[config.mk]
export PLATFORM = sky130hd
export DESIGN_NAME = rsc_reset_ctrl
export DESIGN_NICKNAME = d
export VERILOG_FILES = /design/src/rtl/rsc_pkg.sv /design/src/rtl/rsc_reset_ctrl.sv
export SDC_FILE = /design/constraint.sdc
export NUM_CORES = 1
export LEC_CHECK = 0
export ABC_AREA = 1
export BUFFER_PORTS_ARGS = -buffer_cell sky130_fd_sc_hd__buf_4
export CAP_MARGIN = 30
export CORE_MARGIN = 3
export CORE_UTILIZATION = 44
export DETAILED_ROUTE_END_ITERATION = 12
export MAX_ROUTING_LAYER = met4
export PLACE_DENSITY = 0.64
export SYNTH_ARGS = -nofsm -noshare
export SYNTH_HDL_FRONTEND = slang
export SYNTH_SLANG_ARGS = --single-unit
[constraint.sdc]
create_clock -name clk -period 15.1 [get_ports clk]
set_input_delay 3.02 -clock clk [delete_from_list [all_inputs] [get_ports clk]]
set_output_delay 3.02 -clock clk [all_outputs]
set_load 0.05 [all_outputs]
[src/rtl/rsc_pkg.sv]
// Purpose: shared constants and types of the system reset controller
// Assumes: one 100 MHz clock, register port with 32-bit data
// Notes:   offsets are byte addresses of aligned words
package rsc_pkg;

	// clock and slow tick
	localparam int unsigned CLK_HZ      = 100000000;
	localparam int unsigned SLOW_HZ     = 32768;
	localparam int unsigned SLOW_DIV    = CLK_HZ / SLOW_HZ;   // rounds down
	localparam int unsigned STRETCH_UNIT = 88;               // clock cycles per stretch step
	localparam int unsigned BYPASS_16   = 16;
	localparam int unsigned BYPASS_32   = 32;
	localparam int unsigned BYPASS_64   = 64;
	localparam int unsigned CORE_RST_CYCLES = 16;

	// register offsets
	localparam logic [7:0] OFS_CTRL   = 8'h00;
	localparam logic [7:0] OFS_FLAGS  = 8'h04;
	localparam logic [7:0] OFS_STAT   = 8'h08;
	localparam logic [7:0] OFS_BOOT1  = 8'h0C;
	localparam logic [7:0] OFS_BOOT2  = 8'h10;
	localparam logic [7:0] OFS_GPR    = 8'h20;

	// reset-cause flag positions
	localparam int unsigned NUM_FLAGS  = 14;
	localparam int unsigned F_POR      = 0;
	localparam int unsigned F_PIN      = 1;
	localparam int unsigned F_USER     = 2;
	localparam int unsigned F_CSU      = 3;
	localparam int unsigned F_WDOG     = 4;
	localparam int unsigned F_WDOG3    = 5;
	localparam int unsigned F_TEMP     = 6;
	localparam int unsigned F_SECURE_NV_STORAGE_UNIT     = 7;
	localparam int unsigned F_SWREQ    = 8;
	localparam int unsigned F_LOCKUP   = 9;
	localparam int unsigned F_LOCKSYS  = 10;
	localparam int unsigned F_DBGSYS   = 11;
	localparam int unsigned F_DBGGPR   = 12;
	localparam int unsigned F_BSCAN    = 13;

	// status register positions
	localparam int unsigned S_CORE0_WDOG = 0;
	localparam int unsigned S_RSTOUT_EN  = 1;
	localparam int unsigned S_CORE_DONE  = 2;
	localparam int unsigned S_DBG_DONE   = 3;
	localparam int unsigned S_WARM_WAIT  = 4;

	// warm bypass selection
	localparam logic [1:0] BYP_ALWAYS = 2'h0;
	localparam logic [1:0] BYP_16     = 2'h1;
	localparam logic [1:0] BYP_32     = 2'h2;
	localparam logic [1:0] BYP_64     = 2'h3;

	// control register layout, lsb last
	typedef struct packed {
		logic       reset_out_en;    // [14]
		logic       dbg_after_pg_en; // [13]
		logic       lockup_sys_en;   // [12]
		logic       lockup_en;       // [11]
		logic       emi_rst;         // [10]
		logic       wdog_en;         // [9]
		logic       temp_en;         // [8]
		logic       dbg_sw_rst;      // [7]
		logic       core_sw_rst;     // [6]
		logic       wdog3_en;        // [5]
		logic       wdog3_global;    // [4]
		logic [1:0] bypass_sel;      // [3:2]
		logic [1:0] stretch_sel;     // [1:0]
	} rsc_ctrl_t;

	localparam rsc_ctrl_t CTRL_RESET = 15'h0320;

	typedef enum logic [2:0] {
		ST_IDLE,
		ST_WARM_WAIT,
		ST_ASSERT
	} rsc_state_t;

endpackage

[src/rtl/rsc_reset_ctrl.sv]
// Purpose: system reset controller: cause flags, reset sequencing, software resets
// Assumes: all inputs synchronous to clk; slow 32 kHz rate derived as an enable
// Notes:   general purpose words are deliberately left out of reset
//
// Functional notes
// - mix reset stretched 1..4 times 88 cycles
// - warm reset waits 16/32/64 slow ticks
// - no ack by timeout: cold reset; or wait forever
// - third watchdog resets core or whole system
// - third watchdog path enabled at reset, maskable
// - core software reset bit self-clears when done
// - separate debug-only software reset reporting done
// - sensor reset enabled; flag hardware-reset cleared
// - sensor flag kept while sensor interrupt pending
// - watchdog path enabled; masked event no reset
// - masked watchdog flag clears only on reset
// - memory interface reset bit never self-clears
// - lockup enables: lockup, lockup or request
// - storage unit failure always cold, flagged
// - one flag per hardware reset source
// - debug port, debug register, boundary scan flags
// - core request and lockup cause flags
// - status shows reset output pin enable
// - general purpose words survive reset
// - two boot words reflect pins and fuses
// - status bit shows core 0 watchdog request
// - optional debug reset after power gating
//
// Strobed register access and the register offsets were chosen for this implementation.
`timescale 1ns/10ps
`default_nettype none

module rsc_reset_ctrl #(
	parameter int unsigned GPR_COUNT = 10,
	parameter int unsigned FUSE_W    = 30
) (
	input  wire logic                 clk,
	input  wire logic                 reset,
	// register port
	input  wire logic [7:0]           addr,
	input  wire logic [31:0]          wr_data,
	input  wire logic                 wr_en,
	input  wire logic                 rd_en,
	output logic      [31:0]          rd_data,
	// reset sources
	input  wire logic                 por_detect,
	input  wire logic                 reset_pin_req,
	input  wire logic                 user_reset_req,
	input  wire logic                 csu_reset_req,
	input  wire logic                 wdog_event,
	input  wire logic                 third_watchdog_reset_n,
	input  wire logic                 temp_reset_req,
	input  wire logic                 temp_irq_pending,
	input  wire logic                 core_system_reset_request,
	input  wire logic                 core_lockup,
	input  wire logic                 debug_sys_reset_req,
	input  wire logic                 debug_ctrl_general_reg_b31,
	input  wire logic                 boundary_scan_reset,
	input  wire logic                 secure_nv_storage_unit_fail,
	input  wire logic                 power_gate_event,
	input  wire logic                 core0_wdog_req,
	input  wire logic                 dram_controller_ack,
	input  wire logic [31:0]          boot_config_pins,
	input  wire logic [1:0]           boot_select_pins,
	input  wire logic [FUSE_W-1:0]    boot_fuses,
	// reset outputs
	output logic                      sys_cold_reset,
	output logic                      sys_warm_reset,
	output logic                      mix_reset,
	output logic                      warm_reset_pending,
	output logic                      core_reset,
	output logic                      core_debug_reset,
	output logic                      emi_reset,
	output logic                      reset_out_pin
);

	localparam int unsigned NF = rsc_pkg::NUM_FLAGS;
	// index width of the general purpose array, so a word select never overhangs it
	localparam int unsigned GW = (GPR_COUNT > 1) ? $clog2(GPR_COUNT) : 1;

	// one-hot cause mask
	function automatic logic [NF-1:0] fbit(input int unsigned pos);
		logic [NF-1:0] m;
		m = '0;
		m[pos] = 1'b1;
		return m;
	endfunction

	// register select
	function automatic logic hit(input logic [7:0] a, input logic [7:0] ofs);
		return a == ofs;
	endfunction

	rsc_pkg::rsc_ctrl_t   ctrl_r;
	rsc_pkg::rsc_state_t  state_r;
	logic [NF-1:0]        flags_r;
	logic [NF-1:0]        src_prev_r;
	logic                 wdog_sticky_r;
	logic                 pg_prev_r;
	logic                 cold_pend_r;
	logic [11:0]          div_cnt_r;
	logic                 slow_tick_r;
	logic [6:0]           byp_cnt_r;
	logic [8:0]           str_cnt_r;
	logic [4:0]           core_cnt_r;
	logic [4:0]           dbg_cnt_r;
	logic [31:0]          boot1_r;
	logic [31:0]          boot2_r;
	logic [31:0]          gpr_r [GPR_COUNT];

	logic [NF-1:0] src_vec;
	logic [NF-1:0] rise;
	logic [NF-1:0] trig;
	logic [NF-1:0] flag_set;
	logic [NF-1:0] flag_clr;
	logic [NF-1:0] clearable;
	logic          cold_trig;
	logic          warm_trig;
	logic          wdog3_core;
	logic          wdog_masked;
	logic          ctrl_wr;
	logic [6:0]    byp_limit;
	logic [8:0]    str_limit;
	logic          gpr_sel;
	logic [7:0]    gpr_idx;

	// raw source levels; third watchdog is active low
	always_comb
	begin
		src_vec                  = '0;
		src_vec[rsc_pkg::F_POR]     = por_detect;
		src_vec[rsc_pkg::F_PIN]     = reset_pin_req;
		src_vec[rsc_pkg::F_USER]    = user_reset_req;
		src_vec[rsc_pkg::F_CSU]     = csu_reset_req;
		src_vec[rsc_pkg::F_WDOG]    = wdog_event;
		src_vec[rsc_pkg::F_WDOG3]   = ~third_watchdog_reset_n;
		src_vec[rsc_pkg::F_TEMP]    = temp_reset_req;
		src_vec[rsc_pkg::F_SECURE_NV_STORAGE_UNIT]    = secure_nv_storage_unit_fail;
		src_vec[rsc_pkg::F_SWREQ]   = core_system_reset_request;
		src_vec[rsc_pkg::F_LOCKUP]  = core_lockup;
		src_vec[rsc_pkg::F_LOCKSYS] = 1'b0;
		src_vec[rsc_pkg::F_DBGSYS]  = debug_sys_reset_req;
		src_vec[rsc_pkg::F_DBGGPR]  = debug_ctrl_general_reg_b31;
		src_vec[rsc_pkg::F_BSCAN]   = boundary_scan_reset;
	end

	// edge detect so a held request fires once
	always_ff @(posedge clk)
	begin
		if (reset)
		begin
			src_prev_r <= '0;
			pg_prev_r  <= 1'b0;
		end
		else
		begin
			src_prev_r <= src_vec;
			pg_prev_r  <= power_gate_event;
		end
	end

	assign rise = src_vec & ~src_prev_r;

	// gate rising watchdog, third watchdog, sensor and lockup by their enables; lock-system takes lockup or request when enabled; others pass ungated
	always_comb
	begin
		trig = rise;
		trig[rsc_pkg::F_WDOG]   = rise[rsc_pkg::F_WDOG] & ctrl_r.wdog_en;
		trig[rsc_pkg::F_WDOG3]  = rise[rsc_pkg::F_WDOG3] & ctrl_r.wdog3_en;
		trig[rsc_pkg::F_TEMP]   = rise[rsc_pkg::F_TEMP] & ctrl_r.temp_en;
		trig[rsc_pkg::F_LOCKUP] = rise[rsc_pkg::F_LOCKUP] & ctrl_r.lockup_en;
		trig[rsc_pkg::F_LOCKSYS] = ctrl_r.lockup_sys_en
			& (rise[rsc_pkg::F_LOCKUP] | rise[rsc_pkg::F_SWREQ]);
	end

	assign wdog_masked = rise[rsc_pkg::F_WDOG] & ~ctrl_r.wdog_en;
	assign wdog3_core  = trig[rsc_pkg::F_WDOG3] & ~ctrl_r.wdog3_global;
	// hardware-fatal sources go straight to cold reset
	assign cold_trig = |(trig & (fbit(rsc_pkg::F_POR) | fbit(rsc_pkg::F_PIN)
		| fbit(rsc_pkg::F_USER) | fbit(rsc_pkg::F_CSU) | fbit(rsc_pkg::F_SECURE_NV_STORAGE_UNIT)));
	assign warm_trig = |(trig & ~fbit(rsc_pkg::F_WDOG3)) | (trig[rsc_pkg::F_WDOG3]
		& ctrl_r.wdog3_global);

	// flags record a cause only when that cause acts; masked watchdog still flags
	always_comb
	begin
		flag_set = '0;
		if (state_r == rsc_pkg::ST_IDLE || trig[rsc_pkg::F_SECURE_NV_STORAGE_UNIT])
		begin
			flag_set = trig;
		end
		if (wdog_masked)
		begin
			flag_set[rsc_pkg::F_WDOG] = 1'b1;
		end
	end

	// sensor flag and masked watchdog flag only clear on hardware reset
	always_comb
	begin
		clearable = ~fbit(rsc_pkg::F_TEMP);
		// a pending sensor interrupt pins the sensor flag as well
		if (temp_irq_pending)
		begin
			clearable[rsc_pkg::F_TEMP] = 1'b0;
		end
		if (wdog_sticky_r)
		begin
			clearable[rsc_pkg::F_WDOG] = 1'b0;
		end
	end

	assign ctrl_wr  = wr_en && hit(addr, rsc_pkg::OFS_CTRL);
	assign flag_clr = (wr_en && hit(addr, rsc_pkg::OFS_FLAGS))
		? (wr_data[NF-1:0] & clearable) : '0;

	// sticky cause flags; a new event beats a clear in the same cycle
	always_ff @(posedge clk)
	begin
		if (reset)
		begin
			flags_r       <= '0;
			wdog_sticky_r <= 1'b0;
		end
		else
		begin
			flags_r <= (flags_r & ~flag_clr) | flag_set;
			if (wdog_masked)
			begin
				wdog_sticky_r <= 1'b1;
			end
		end
	end

	// control register; command bits clear themselves on completion
	always_ff @(posedge clk)
	begin
		if (reset)
		begin
			ctrl_r <= rsc_pkg::CTRL_RESET;
		end
		else
		begin
			if (ctrl_wr)
			begin
				ctrl_r <= rsc_pkg::rsc_ctrl_t'(wr_data[14:0]);
				// a write cannot cancel a running command
				if (ctrl_r.core_sw_rst)
				begin
					ctrl_r.core_sw_rst <= 1'b1;
				end
				if (ctrl_r.dbg_sw_rst)
				begin
					ctrl_r.dbg_sw_rst <= 1'b1;
				end
			end
			else
			begin
				if (ctrl_r.core_sw_rst && core_cnt_r == 5'(rsc_pkg::CORE_RST_CYCLES))
				begin
					ctrl_r.core_sw_rst <= 1'b0;
				end
				if (ctrl_r.dbg_sw_rst && dbg_cnt_r == 5'(rsc_pkg::CORE_RST_CYCLES))
				begin
					ctrl_r.dbg_sw_rst <= 1'b0;
				end
			end
		end
	end

	// core reset timer: software command or third watchdog in core mode
	always_ff @(posedge clk)
	begin
		if (reset)
		begin
			core_cnt_r <= '0;
			core_reset <= 1'b0;
		end
		else if (ctrl_r.core_sw_rst && core_cnt_r != 5'(rsc_pkg::CORE_RST_CYCLES))
		begin
			core_cnt_r <= core_cnt_r + 5'h01;
			core_reset <= 1'b1;
		end
		else if (wdog3_core)
		begin
			core_cnt_r <= '0;
			core_reset <= 1'b1;
		end
		else
		begin
			core_cnt_r <= ctrl_r.core_sw_rst ? core_cnt_r : 5'h00;
			core_reset <= 1'b0;
		end
	end

	// debug-only reset: software command or power gating when enabled
	always_ff @(posedge clk)
	begin
		if (reset)
		begin
			dbg_cnt_r        <= '0;
			core_debug_reset <= 1'b0;
		end
		else if (ctrl_r.dbg_sw_rst && dbg_cnt_r != 5'(rsc_pkg::CORE_RST_CYCLES))
		begin
			dbg_cnt_r        <= dbg_cnt_r + 5'h01;
			core_debug_reset <= 1'b1;
		end
		else
		begin
			dbg_cnt_r        <= ctrl_r.dbg_sw_rst ? dbg_cnt_r : 5'h00;
			core_debug_reset <= ctrl_r.dbg_after_pg_en
				& power_gate_event & ~pg_prev_r;
		end
	end

	// slow tick divider; free running so the wait starts on any phase
	always_ff @(posedge clk)
	begin
		if (reset)
		begin
			div_cnt_r   <= '0;
			slow_tick_r <= 1'b0;
		end
		else if (div_cnt_r == 12'(rsc_pkg::SLOW_DIV - 1))
		begin
			div_cnt_r   <= '0;
			slow_tick_r <= 1'b1;
		end
		else
		begin
			div_cnt_r   <= div_cnt_r + 12'h001;
			slow_tick_r <= 1'b0;
		end
	end

	// bypass limit and stretch width from control
	always_comb
	begin
		case (ctrl_r.bypass_sel)
			rsc_pkg::BYP_16: byp_limit = 7'(rsc_pkg::BYPASS_16);
			rsc_pkg::BYP_32: byp_limit = 7'(rsc_pkg::BYPASS_32);
			rsc_pkg::BYP_64: byp_limit = 7'(rsc_pkg::BYPASS_64);
			default:         byp_limit = 7'h00;                                 // wait forever
		endcase
		str_limit = 9'(rsc_pkg::STRETCH_UNIT) * (9'(ctrl_r.stretch_sel) + 9'h001);
	end

	// system sequencer: warm wait for ack, then assert with stretched mix reset
	always_ff @(posedge clk)
	begin
		if (reset)
		begin
			state_r     <= rsc_pkg::ST_IDLE;
			byp_cnt_r   <= '0;
			str_cnt_r   <= '0;
			cold_pend_r <= 1'b0;
		end
		else
		begin
			case (state_r)
				rsc_pkg::ST_IDLE:
				begin
					byp_cnt_r <= '0;
					str_cnt_r <= '0;
					if (cold_trig)
					begin
						cold_pend_r <= 1'b1;
						state_r     <= rsc_pkg::ST_ASSERT;
					end
					else if (warm_trig)
					begin
						cold_pend_r <= 1'b0;
						state_r     <= rsc_pkg::ST_WARM_WAIT;
					end
				end
				rsc_pkg::ST_WARM_WAIT:
				begin
					if (trig[rsc_pkg::F_SECURE_NV_STORAGE_UNIT])
					begin
						cold_pend_r <= 1'b1;
						state_r     <= rsc_pkg::ST_ASSERT;
					end
					else if (dram_controller_ack)
					begin
						state_r    <= rsc_pkg::ST_ASSERT;
					end
					else if (byp_limit != 7'h00 && byp_cnt_r == byp_limit)
					begin
						cold_pend_r <= 1'b1;
						state_r     <= rsc_pkg::ST_ASSERT;
					end
					else if (slow_tick_r && byp_limit != 7'h00)
					begin
						byp_cnt_r <= byp_cnt_r + 7'h01;
					end
				end
				rsc_pkg::ST_ASSERT:
				begin
					if (trig[rsc_pkg::F_SECURE_NV_STORAGE_UNIT])
					begin
						cold_pend_r <= 1'b1;
						str_cnt_r   <= '0;
					end
					else if (str_cnt_r == str_limit - 9'h001)
					begin
						state_r    <= rsc_pkg::ST_IDLE;
					end
					else
					begin
						str_cnt_r <= str_cnt_r + 9'h001;
					end
				end
				default:
				begin
					state_r <= rsc_pkg::ST_IDLE;
				end
			endcase
		end
	end

	// registered reset outputs
	always_ff @(posedge clk)
	begin
		if (reset)
		begin
			sys_cold_reset     <= 1'b0;
			sys_warm_reset     <= 1'b0;
			mix_reset          <= 1'b0;
			warm_reset_pending <= 1'b0;
			emi_reset          <= 1'b0;
			reset_out_pin      <= 1'b0;
		end
		else
		begin
			sys_cold_reset     <= state_r == rsc_pkg::ST_ASSERT && cold_pend_r;
			sys_warm_reset     <= state_r == rsc_pkg::ST_ASSERT && !cold_pend_r;
			mix_reset          <= state_r == rsc_pkg::ST_ASSERT;
			warm_reset_pending <= state_r == rsc_pkg::ST_WARM_WAIT;
			emi_reset          <= ctrl_r.emi_rst;
			reset_out_pin      <= ctrl_r.reset_out_en
				&& state_r == rsc_pkg::ST_ASSERT;
		end
	end

	// boot words sampled every cycle
	always_ff @(posedge clk)
	begin
		if (reset)
		begin
			boot1_r <= '0;
			boot2_r <= '0;
		end
		else
		begin
			boot1_r <= boot_config_pins;
			boot2_r <= 32'({boot_fuses, boot_select_pins});
		end
	end

	assign gpr_sel = addr >= rsc_pkg::OFS_GPR && addr[1:0] == 2'h0
		&& (addr - rsc_pkg::OFS_GPR) < 8'(GPR_COUNT * 4);
	assign gpr_idx = (addr - rsc_pkg::OFS_GPR) >> 2;

	// general purpose words have no reset so their content survives it
	always_ff @(posedge clk)
	begin
		if (wr_en && gpr_sel)
		begin
			gpr_r[gpr_idx[GW-1:0]] <= wr_data;
		end
	end

	// read data one cycle after the strobe; zero otherwise
	always_ff @(posedge clk)
	begin
		if (reset || !rd_en)
		begin
			rd_data <= '0;
		end
		else if (gpr_sel)
		begin
			rd_data <= gpr_r[gpr_idx[GW-1:0]];
		end
		else
		begin
			case (addr)
				rsc_pkg::OFS_CTRL:  rd_data <= 32'(ctrl_r);
				rsc_pkg::OFS_FLAGS: rd_data <= 32'(flags_r);
				rsc_pkg::OFS_STAT:
				begin
					rd_data <= '0;
					rd_data[rsc_pkg::S_CORE0_WDOG] <= core0_wdog_req;
					rd_data[rsc_pkg::S_RSTOUT_EN]  <= ctrl_r.reset_out_en;
					rd_data[rsc_pkg::S_CORE_DONE]  <= ~ctrl_r.core_sw_rst;
					rd_data[rsc_pkg::S_DBG_DONE]   <= ~ctrl_r.dbg_sw_rst;
					rd_data[rsc_pkg::S_WARM_WAIT]  <= state_r == rsc_pkg::ST_WARM_WAIT;
				end
				rsc_pkg::OFS_BOOT1: rd_data <= boot1_r;
				rsc_pkg::OFS_BOOT2: rd_data <= boot2_r;
				default:            rd_data <= '0;
			endcase
		end
	end

endmodule

`default_nettype wire

After elaboration in Yosys (flattened, before gate mapping)
Memories as Yosys holds them, arrays and structs flattened.
Cells that the tools add are included.
Operators by class
  add/sub/neg operators: 8
  $mul: 1
  divide/modulo/power cells: 0
  magnitude comparators: 2
  equality and inequality tests: 30
  shifts and indexed selects: 0
  muxes and demuxes: 46
  bitwise operators: 24
  reduce and logical (&&, ||, !) cells: 34
Operator list (count)
  one-hot mux 32 bit (5 select lines): 1
  bitwise AND 14 bit: 3
  two-way mux 32 bit: 1
  two-way mux 14 bit: 2
  two-way mux 7 bit: 4
  NOT 14 bit: 2
  two-way mux 5 bit: 5
  two-way mux 3 bit: 7
  one-hot mux 7 bit (3 select lines): 1
  two-way mux 1 bit: 18
  two-way mux 9 bit: 2
  one-hot mux 9 bit (2 select lines): 1
  == test 8 x 4 -> 1 bit, second input constant: 2
  logical AND 1 bit: 14
  != test 2 bit, second input constant: 7
  bitwise OR 14 bit: 1
  one-hot mux 7 bit (2 select lines): 1
  OR reduction 13 bit: 1
  adder 12 x 1 -> 12 bit, second input constant: 1
  == test 12 bit, second input constant: 1
  != test 3 bit, second input constant: 4
  adder 5 x 1 -> 5 bit, second input constant: 2
  bitwise AND 1 bit: 10
  == test 5 bit, second input constant: 2
  38 further kinds: 52
Word-level totals
  bits in registers: 192
  latch bits: 0
  bits in writable memories: 320
  ROM bits: 0
  input bits: 125
  output and inout bits: 40
  logic and storage cells: 183
  memories kept: 1
Memories
  gpr_r: depth 10, width 32, read ports 1, clocked after memory_dff 0, wr ports 1, RTL line rsc_reset_ctrl.sv:109  | logic [31:0] gpr_r [GPR_COUNT];

Depth between registers and ports, before layout
Gate-level depths: netlist of the first run.
  depth after elaboration: 9
  mapped depth: 14
  mapped depth without buffers: 13

Worst setup path before layout of the first run
Ideal clock, no wire load.
  kind: input to register
  start: in addr[5]
  end: mem gpr_r[2][0], enable pin
  library setup time: 0.461 ns
  arrival time: 6.595 ns
  data required time: 14.639 ns
  slack: 8.043 ns
  stages: 12
  path buffers: 4
  cells stage by stage: buf_6 inv_1 buf_2 buf_2 ha_1 nand2_1 nor2_1 nand3_1 buf_4 nor2_1 inv_1 nor3_1
Between the ends
  longest elaborated chain between the ends: 6
  elaborated cells on any way between the ends: 8
  those cells by class: 1 x add/sub; 2 x order compare; 2 x mux; 3 x reduce/logical
RTL lines
  start: declaration: RTL line rsc_reset_ctrl.sv:40  | input wire logic [7:0] addr,
  subtractor 8 x 6 -> 8 bit or >= comparator 8 x 6 -> 1 bit (tied branches): RTL line rsc_reset_ctrl.sv:463, rsc_reset_ctrl.sv:461
  less-than comparator 8 x 6 -> 1 bit or logical AND 1 bit (tied branches): RTL line rsc_reset_ctrl.sv:462, rsc_reset_ctrl.sv:461
  logical AND 1 bit: RTL line rsc_reset_ctrl.sv:462  | && (addr - rsc_pkg::OFS_GPR) < 8'(GPR_COUNT * 4);
  logical AND 1 bit: RTL line rsc_reset_ctrl.sv:468  | if (wr_en && gpr_sel)
  two-way mux 1 bit: RTL line rsc_reset_ctrl.sv:468
  two-way mux 1 bit (not written as such): RTL line rsc_reset_ctrl.sv:470  | gpr_r[gpr_idx[GW-1:0]] <= wr_data;
  end: declaration: RTL line rsc_reset_ctrl.sv:109
Parallel ways exist; a longest one is shown, timed or not.

Final worst setup path of the first run
  start: in addr[5]
  end: mem gpr_r[3][22], enable pin
Same word-level chain as after synthesis.

==> impl_metrics.ini, run 1 <==
[timing]
finalSetupTns_ns = 0
fin_worst_skew_ns = 0.01626
fmax_ghz = 0.1690
slew_headroom = 0.3011
worst_slack_ns = 9.182
hold_viol = 0
min_period_ns = 5.918
worst_slew_pin_slew_ns = 1.043
hold_slack_ns = 0.4318
maxSlewViolCount = 0
rsz0062_at_grt = false
finalCritPeriodShare = 0.3919
finalSetupViolations = 0

[hold_path]
hp-class = flip-flop to flip-flop

[clock_network]
cts.repair.resized = 0
clk_path_buf_depth = 3
postCtsSetupBuffers = 0
htree_levels = 2
cts_hold_buf = 0
root_buffer = clkbuf_16
clk_pin_slew_ns = 0.06
numCtsBuffers = 50
clk_latency_ns = 0.58
tritoncts = built
clock_sinks = 510

[setup_path]
cp_max_fo = 22
critical_path.endpoint_type = flip-flop
arrival_ns = 6.14
cp.required_ns = 15.32
crit_type = primary input to flip-flop
startpoint_type = primary input

[grt]
grt_util_met1 = 0.2775
grtUsageMet3 = 0.04412
grt_max_degree = 67
grt_overflow = 0
grt_pass1_vias = 13510
grt_util_met2 = 0.3522
top_usage_layer = met2
grt_pass1_wl_mm = 76.49
grt_usage = 0.2161
antenna_found_initial = 4

[yosys]
ys_async_sr_fraction = 0
synth_cell_types = 42
netlist_area_mm2 = 0.01966
yosysSeqAreaShare = 0.6822
synth_top_area_frac = 0.4887
yosys.area.top_type = edfxtp_1
synth_edf_count = 320
ys_ff_latch = 510
ys.flop_type = edfxtp_1
synth_cells = 1802
mappedNetlistNets = 1945
ys_warn_count = 0
syn_avg_cell_area_um2 = 10.91
ys_top_cells_by_area = edfxtp_1 (49%), dfxtp_1 (19%), nand2_1 (6.0%)

[layout]
fin_area_mm2 = 0.02304
nets = 2101
post_layout_nonfiller_instances = 2588
fin_util = 0.5280
syn_to_final_growth_pct = 17.19
drive_above_1_share = 0.1451
layout_common_cells = edfxtp_1 (320), nand2_1 (315), nor2_1 (222)
layout_commonest_cell = edfxtp_1

[route]
wl_mm = 50.10
drc_errors = 0
drt_iter0_markers = 1089
ant_nets = 0
viasPerCell = 5.286
wl_per_cell_um = 19.36
drt_first_pass_iters = 6
vias = 13679

[pwr]
switching_power_mw = 0.6950
p_leak_nw = 8.708
internal_power_mw = 2.245
power_mw = 2.940
power_density_mw_per_mm2 = 127.6
sw_frac_of_total = 0.2364
power_frac_seq = 0.518
peakVddDrop_mv = 0.1066
pwr-share-clk = 0.397
power_frac_comb = 0.084

[floorplanning]
core_area_mm2 = 0.04365
die_area_mm2 = 0.04726
io_pins = 165
die_width_um = 217.4
rows = 76
chipHeight_um = 217.4
initial_core_util = 0.4505

[placed_design]
dpl_worst_slack_ns = 8.580
port_buffers = 163
dp_hpwl_mm = 31.25
placed_area_mm2 = 0.02150
gp_congestion = 0.8918
place_inst = 2490

[job]
cap_violations = 0

[outcome]
status = finished, final reports clean
-- routing by layer --
layer	part of all wire	up-vias
met3	0.065	82
met2	0.48	444
met1	0.43	6629
met4	0.023	0
li1	-	6524
met5	0	-
-- path summary, 6_finish.rpt --
kind	start	to	depth (start not counted)	slack, ns
worst max-delay path	addr[5]	gpr_r[3][22]$_DFFE_PP_	10	9.18
worst min-delay path	cold_pend_r$_SDFFE_PP0P_	sys_warm_reset$_SDFF_PP0_	1	0.43
worst max register to register	ctrl_r[0]$_SDFFE_PP0P_	str_cnt_r[2]$_SDFFE_PP0P_	11	12.88
worst min register to register	cold_pend_r$_SDFFE_PP0P_	sys_warm_reset$_SDFF_PP0_	1	0.43
-- worst max-delay path, cell delays in order --
cell and delay, ns:
buf_4 0.29, inv_1 0.41, ha_1 0.42, nand2_1 0.05, nor2_1 0.13, nand3_1 0.12, nor2_1 0.19, inv_1 0.16
nor3_2 0.81, buf_4 0.53
-- cells by family after synthesis --
family	count (synthesis)	synth area share
xor+xnor	8	0.003563
fa+ha+maj	18	0.01145
flops	510	0.6822
compound gates	373	0.1138
buf+inv	241	0.05224
simple gates	652	0.1367
-- layout make-up --
type / count / area [µm²]
Multi-Input combinational cell: 1051 / 5306
Fill cell: 3792 / 20600
Sequential cell: 510 / 13410
Clock buffer: 70 / 1388
Inverter: 160 / 600.6
Tap cell: 585 / 732.0
Antenna cell: 4 / 10.01
Timing Repair Buffer: 185 / 1458
Clock inverter: 23 / 136.4
-- power groups by stage --
stage / Clock (mW) / Sequential [mW] / Combinational [mW]
2_1_floorplan: 0 / 1.56 / 0.145
3_3_place_gp: 0 / 1.55 / 0.241
3_5_place_dp: 0 / 1.55 / 0.246
4_1_cts: 1.19 / 1.52 / 0.248
5_1_grt: 1.25 / 1.53 / 0.278
6_report: 1.17 / 1.52 / 0.248
-- state kept, by name, summed over array words and instances (netlist names), 2 cells and up --
name and flops:
core_cnt_r 5, dbg_cnt_r 5, str_cnt_r 9, ctrl_r 15, flags_r 14, state_r 2, boot1_r 32, src_prev_r 13
gpr_r 320, div_cnt_r 12, rd_data 32, byp_cnt_r 7, boot2_r 32
-- cell usage after synthesis, types with 20 or more instances --
cell      count
a21oi_1     131
a22oi_1     128
buf_2        28
clkbuf_1     28
dfxtp_1     190
edfxtp_1    320
inv_1       153
nand2_1     315
nand3_1      51
nor2_1      229
o21ai_0      74
o21ai_1      20
Power figures use the tool's default switching activity.
==> run 2: changes to the inputs <==
--- a/config.mk
+++ b/config.mk
@@ -12,7 +12,7 @@
 export CORE_UTILIZATION = 44
 export DETAILED_ROUTE_END_ITERATION = 12
 export MAX_ROUTING_LAYER = met4
-export PLACE_DENSITY = 0.64
+export PLACE_DENSITY = 0.66
 export SYNTH_ARGS = -nofsm -noshare
 export SYNTH_HDL_FRONTEND = slang
 export SYNTH_SLANG_ARGS = --single-unit
==> constraint.sdc (replaced) <==
create_clock -name clk -period 5.1 [get_ports clk]
set_input_delay 1.02 -clock clk [delete_from_list [all_inputs] [get_ports clk]]
set_output_delay 1.02 -clock clk [all_outputs]
set_load 0.05 [all_outputs]
==> run 2 against run 1 <==
  * Clock skew rose by 0.012 ns
  * Die area is the same
  * Cell area up 0.82%
  * Utilization grew 0.43 points
  * Clock power grew to 3.2 times the previous value
  * Final cell count grew 0.46%
  * First-iteration DRC count increased by 5.1%
  * Critical path type unchanged
  * Critical endpoint is now gpr_r[4][5]$_DFFE_PP_
  * Largest power group unchanged
==> impl_metrics.ini, run 2 (synthesis gave the netlist of run 1 again) <==
[floorplanning]
io_pins = 165
die_width_um = 217.4
rows = 76
core_area_mm2 = 0.04365
die_area_mm2 = 0.04726
chipHeight_um = 217.4
initial_core_util = 0.4505

[timing]
maxSlewViolCount = 0
worst_slack_ns = 1.644
rsz0062_at_grt = false
worst_slew_pin_slew_ns = 0.9775
finalCritPeriodShare = 0.6776
min_period_ns = 3.456
slew_headroom = 0.3468
hold_viol = 0
fmax_ghz = 0.2894
finalSetupTns_ns = 0
fin_worst_skew_ns = 0.02830
hold_slack_ns = 0.4313
finalSetupViolations = 0

[route]
vias = 13721
drt_first_pass_iters = 6
ant_nets = 0
wl_per_cell_um = 18.95
viasPerCell = 5.277
wl_mm = 49.26
drc_errors = 0
drt_iter0_markers = 1145

[clock_network]
clk_latency_ns = 0.58
clk_pin_slew_ns = 0.06
cts_hold_buf = 0
clock_sinks = 510
postCtsSetupBuffers = 0
root_buffer = clkbuf_16
numCtsBuffers = 50
htree_levels = 2
tritoncts = built
clk_path_buf_depth = 3
cts.repair.resized = 0

[setup_path]
critPathCapture = gpr_r[4][5]$_DFFE_PP_
cp.required_ns = 5.37
arrival_ns = 3.72
reg2reg_to = str_cnt_r[2]$_SDFFE_PP0P_
r2r-start = ctrl_r[0]$_SDFFE_PP0P_
startpoint_type = primary input
regToRegSetupSlack_ns = 2.89
path_cells = buf_4 > inv_2 > nand3_1 > nand2_1 > nand3_1 > nor2_1 > nand2_1 > nor2_4 > buf_4
critical_path.endpoint_type = flip-flop
r2r.worst_path.cells = 11
crit_type = primary input to flip-flop
cp_max_fo = 36
cp-startpoint = addr[2]
slowest_stage = nor2_4
critPathMaxStageDelay_ns = 0.63

[hold_path]
hp-start = cold_pend_r$_SDFFE_PP0P_
min_path_cells = 1
hp-class = flip-flop to flip-flop

[grt]
antenna_found_initial = 3
grt_overflow = 0
grt_util_met2 = 0.3453
grt_pass1_wl_mm = 75.96
grt_util_met1 = 0.2752
grtUsageMet3 = 0.03728
top_usage_layer = met2
grt_max_degree = 95
grt_usage = 0.2127
grt_pass1_vias = 13542

[pwr]
pwr-share-clk = 0.414
power_frac_seq = 0.505
power_frac_comb = 0.082
sw_frac_of_total = 0.2320
switching_power_mw = 2.075
p_leak_nw = 8.805
internal_power_mw = 6.869
power_density_mw_per_mm2 = 385.0
peakVddDrop_mv = 0.2442

[placed_design]
dpl_worst_slack_ns = 1.059
placed_area_mm2 = 0.02156
gp_congestion = 0.8531
dp_hpwl_mm = 31.58
port_buffers = 163

[outcome]
status = finished, final reports clean

[layout]
fill_cells = 3693
drive_above_1_share = 0.1546
syn_to_final_growth_pct = 18.15
largest_reg_flops = 320
layout_commonest_cell = edfxtp_1
nets = 2114
layout_common_cells = edfxtp_1 (320), nand2_1 (315), nor2_1 (222)
fin_area_mm2 = 0.02323

[job]
cap_violations = 0
-- run 2: changes by cell type in the layout (fill, tap and decap cells not counted), moves of 3 or more --
cell and change:
buf_4 +16, clkbuf_1 -3, clkbuf_8 +6, clkinv_1 -5, clkinv_2 -5, clkinvlp_4 +5
-- run 2: layer usage --
metal	share of wire	vias to the layer above
li1	-	6541
met1	0.44	6620
met2	0.48	467
met3	0.061	93
met4	0.027	0
met5	0	-
-- run 2: worst max-delay path, delay by kind of cell --
family                 cells  cell delay [ns]
AND/OR/NAND/NOR            6             1.51
buffers and inverters      3             1.17
-- run 2: power by group through the flow --
stage	sequential, mW	clock [mW]	combinational [mW]
5_1_grt	4.52	3.94	0.814
3_3_place_gp	4.60	0	0.710
6_report	4.51	3.70	0.731
3_5_place_dp	4.60	0	0.726
2_1_floorplan	4.62	0	0.430
4_1_cts	4.51	3.76	0.729
-- run 2: stage by stage --
step | instances | utilization | total power [mW]
2_1_floorplan | 1802 | - | 5.053
3_3_place_gp | 2504 | 0.4939 | 5.308
4_1_cts | 2597 | 0.5321 | 8.999
6_report | 2600 | 0.5323 | 8.944
3_5_place_dp | 2504 | 0.4939 | 5.327
5_1_grt | 2600 | 0.5323 | 9.272
-- run 2: worst min-delay path by stage --
stage	to	slack, ns
floorplan	sys_warm_reset$_SDFF_PP0_	0.39
global placement	sys_warm_reset$_SDFF_PP0_	0.41
detailed placement	sys_warm_reset$_SDFF_PP0_	0.41
CTS	sys_warm_reset$_SDFF_PP0_	0.43
global route	sys_warm_reset$_SDFF_PP0_	0.45
finish	sys_warm_reset$_SDFF_PP0_	0.43
-- run 2: final cells by class --
class,instances,area (µm²),area share
Sequential cell,510,13410,0.5773
Multi-Input combinational cell,1051,5300,0.2281
Timing Repair Buffer,198,1511,0.06506
Clock buffer,74,1484,0.06387
Tap cell,585,732.0,0.03151
Inverter,160,600.6,0.02585
Clock inverter,19,183.9,0.007917
Antenna cell,3,7.507,0.0003231
==> run 3: changes to the inputs <==
--- a/config.mk
+++ b/config.mk
@@ -5,14 +5,14 @@
 export SDC_FILE = /design/constraint.sdc
 export NUM_CORES = 1
 export LEC_CHECK = 0
-export ABC_AREA = 1
+export ABC_AREA = 0
 export BUFFER_PORTS_ARGS = -buffer_cell sky130_fd_sc_hd__buf_4
 export CAP_MARGIN = 30
 export CORE_MARGIN = 3
 export CORE_UTILIZATION = 44
 export DETAILED_ROUTE_END_ITERATION = 12
 export MAX_ROUTING_LAYER = met4
-export PLACE_DENSITY = 0.66
+export PLACE_DENSITY = 0.64
 export SYNTH_ARGS = -nofsm -noshare
 export SYNTH_HDL_FRONTEND = slang
 export SYNTH_SLANG_ARGS = --single-unit
==> constraint.sdc (replaced) <==
create_clock -name clk -period 3.49 [get_ports clk]
set_input_delay 0.698 -clock clk [delete_from_list [all_inputs] [get_ports clk]]
set_output_delay 0.698 -clock clk [all_outputs]
set_load 0.05 [all_outputs]
==> run 3 against run 2 <==
  * Combinational power is 36% higher
  * First-iteration DRC count decreased by 25%
  * Critical path depth fell by 1
  * Highest routed layer unchanged
  * Global-route usage shrank 1.2 points
==> impl_metrics.ini, run 3 <==
[clock_network]
numCtsBuffers = 52
cts.repair.resized = 0
clk_path_buf_depth = 3
postCtsSetupBuffers = 0
clk_latency_ns = 0.61
clock_sinks = 510
root_buffer = clkbuf_16
tritoncts = built
clk_pin_slew_ns = 0.06
htree_levels = 2
cts_hold_buf = 0

[hold_path]
hp-class = primary input to flip-flop

[pwr]
p_leak_nw = 8.309
power_mw = 13.16
power_density_mw_per_mm2 = 558.0
peakVddDrop_mv = 0.3688

[floorplanning]
core_area_mm2 = 0.04432
die_width_um = 218.0
die_area_mm2 = 0.04753
io_pins = 165
rows = 77
chipHeight_um = 218.0
initial_core_util = 0.4462

[yosys]
syn_avg_cell_area_um2 = 14.28
synth_edf_count = 320
ys_async_sr_fraction = 0
ys_ff_latch = 510
yosys.area.top_type = edfxtp_1
yosysSeqAreaShare = 0.6782
netlist_area_mm2 = 0.01978
synth_cell_types = 66
ys_top_cells_by_area = edfxtp_1 (49%), dfxtp_1 (19%), mux4_2 (7.9%)
post-synth-top-count-cell = edfxtp_1
ys.flop_type = edfxtp_1
ys_warn_count = 0
synth_cells = 1385
synth_top_area_frac = 0.4859
synth_common_cells = edfxtp_1 (320), dfxtp_1 (190), nor2_1 (111)
mappedNetlistNets = 1528

[timing]
fin_worst_skew_ns = 0.02931
rsz0062_at_grt = false
fmax_ghz = 0.3865
finalCritPeriodShare = 0.7414
hold_slack_ns = 0.2703
maxSlewViolCount = 0
hold_viol = 0
slew_headroom = 0.3871
min_period_ns = 2.587
finalSetupViolations = 0
worst_slew_pin_slew_ns = 0.9094

[setup_path]
timing.critical_path.mode_cell = buf_4
startpoint_type = primary input
slowest_stage = buf_4
arrival_ns = 2.82
crit_type = primary input to flip-flop
cp.required_ns = 3.72
cp_max_fo = 24
critPathMaxStageDelay_ns = 0.40
worst-path-buf-inv = 3
cp_top_family = buffers and inverters
path_cells = buf_4 > clkinv_1 > ha_1 > xnor2_1 > and3_1 > nand4_1 > nor2_2 > buf_4
critical_path.endpoint_type = flip-flop

[route]
ant_nets = 0
drt_iter0_markers = 863
wl_mm = 46.51
wl_per_cell_um = 20.97
drt_first_pass_iters = 5
viasPerCell = 5.371
vias = 11912
drc_errors = 0

[layout]
drive_above_1_share = 0.2508
layout_common_cells = edfxtp_1 (320), buf_4 (201), dfxtp_1 (190)
nets = 1718
largest_reg_flops = 320
layout_commonest_cell = edfxtp_1
syn_to_final_growth_pct = 19.29
fin_area_mm2 = 0.02359

[grt]
grt_usage = 0.2009
grt_util_met1 = 0.2750
grt_pass1_vias = 11763
antenna_found_initial = 6
grtUsageMet3 = 0.04417
top_usage_layer = met2
grt_overflow = 0
grt_util_met2 = 0.3111
grt_max_degree = 133
grt_pass1_wl_mm = 70.52

[job]
cap_violations = 0

[outcome]
status = finished, final reports clean

[placed_design]
dp_hpwl_mm = 30.11
placed_area_mm2 = 0.02184
gp_congestion = 0.8169
port_buffers = 163
run 3: cell families (layout without fill, tap and decap cells):
logic type,after synthesis,after routing,synth area share
AND/OR/NAND/NOR,421,421,0.1056
buffers and inverters,91,325,0.01987
XOR/XNOR,21,21,0.009300
adder cells (fa/ha/maj),18,18,0.01139
AO/OA/AOI/OAI,187,187,0.06080
multiplexers,137,137,0.1148
other,0,7,0
flip-flops,510,510,0.6782
run 3: cell type report:
cell class	instances	area [µm²]
Clock buffer	74	1434
Clock inverter	24	304.0
Inverter	21	78.83
Antenna cell	7	17.52
Multi-Input combinational cell	784	6003
Timing Repair Buffer	206	1600
Tap cell	592	740.7
Fill cell	3683	20730
Sequential cell	510	13410
run 3: path summary, 6_finish.rpt:
path              depth (start not counted)                     start  slack, ns                   endpoint
hold reg to reg                           1  cold_pend_r$_SDFFE_PP0P_       0.45  sys_warm_reset$_SDFF_PP0_
setup reg to reg                          7    ctrl_r[1]$_SDFFE_PP0P_       0.94  str_cnt_r[0]$_SDFFE_PP0P_
setup / recovery                          8                   addr[5]       0.90     gpr_r[4][12]$_DFFE_PP_
hold / removal                            2    third_watchdog_reset_n       0.27   src_prev_r[5]$_SDFF_PP0_
run 3: where the power goes:
group | total (mW) | internal [mW] | switching (mW)
clock network | 5.62 | 3.32 | 2.30
logic | 0.993 | 0.421 | 0.572
registers | 6.55 | 6.51 | 0.0492
total | 13.2 | 10.2 | 2.92
run 3: metrics by stage:
stage          utilization  TNS [ns]  worst slack (ns)  std cells
3_3_place_gp        0.4927         0            0.4234       2113
4_1_cts             0.5319         0            0.9410       2211
6_report            0.5323         0            0.9026       2218
5_1_grt             0.5323         0            0.7364       2217
2_1_floorplan            -   -113.51           -0.4603       1385
3_5_place_dp        0.4927         0            0.3451       2113
run 3: metal layers:
layer / routed length, µm / vias up
met5: 0 / -
met4: 796 / 0
met3: 2533 / 56
met2: 22060 / 290
met1: 21130 / 6031
li1: - / 5535
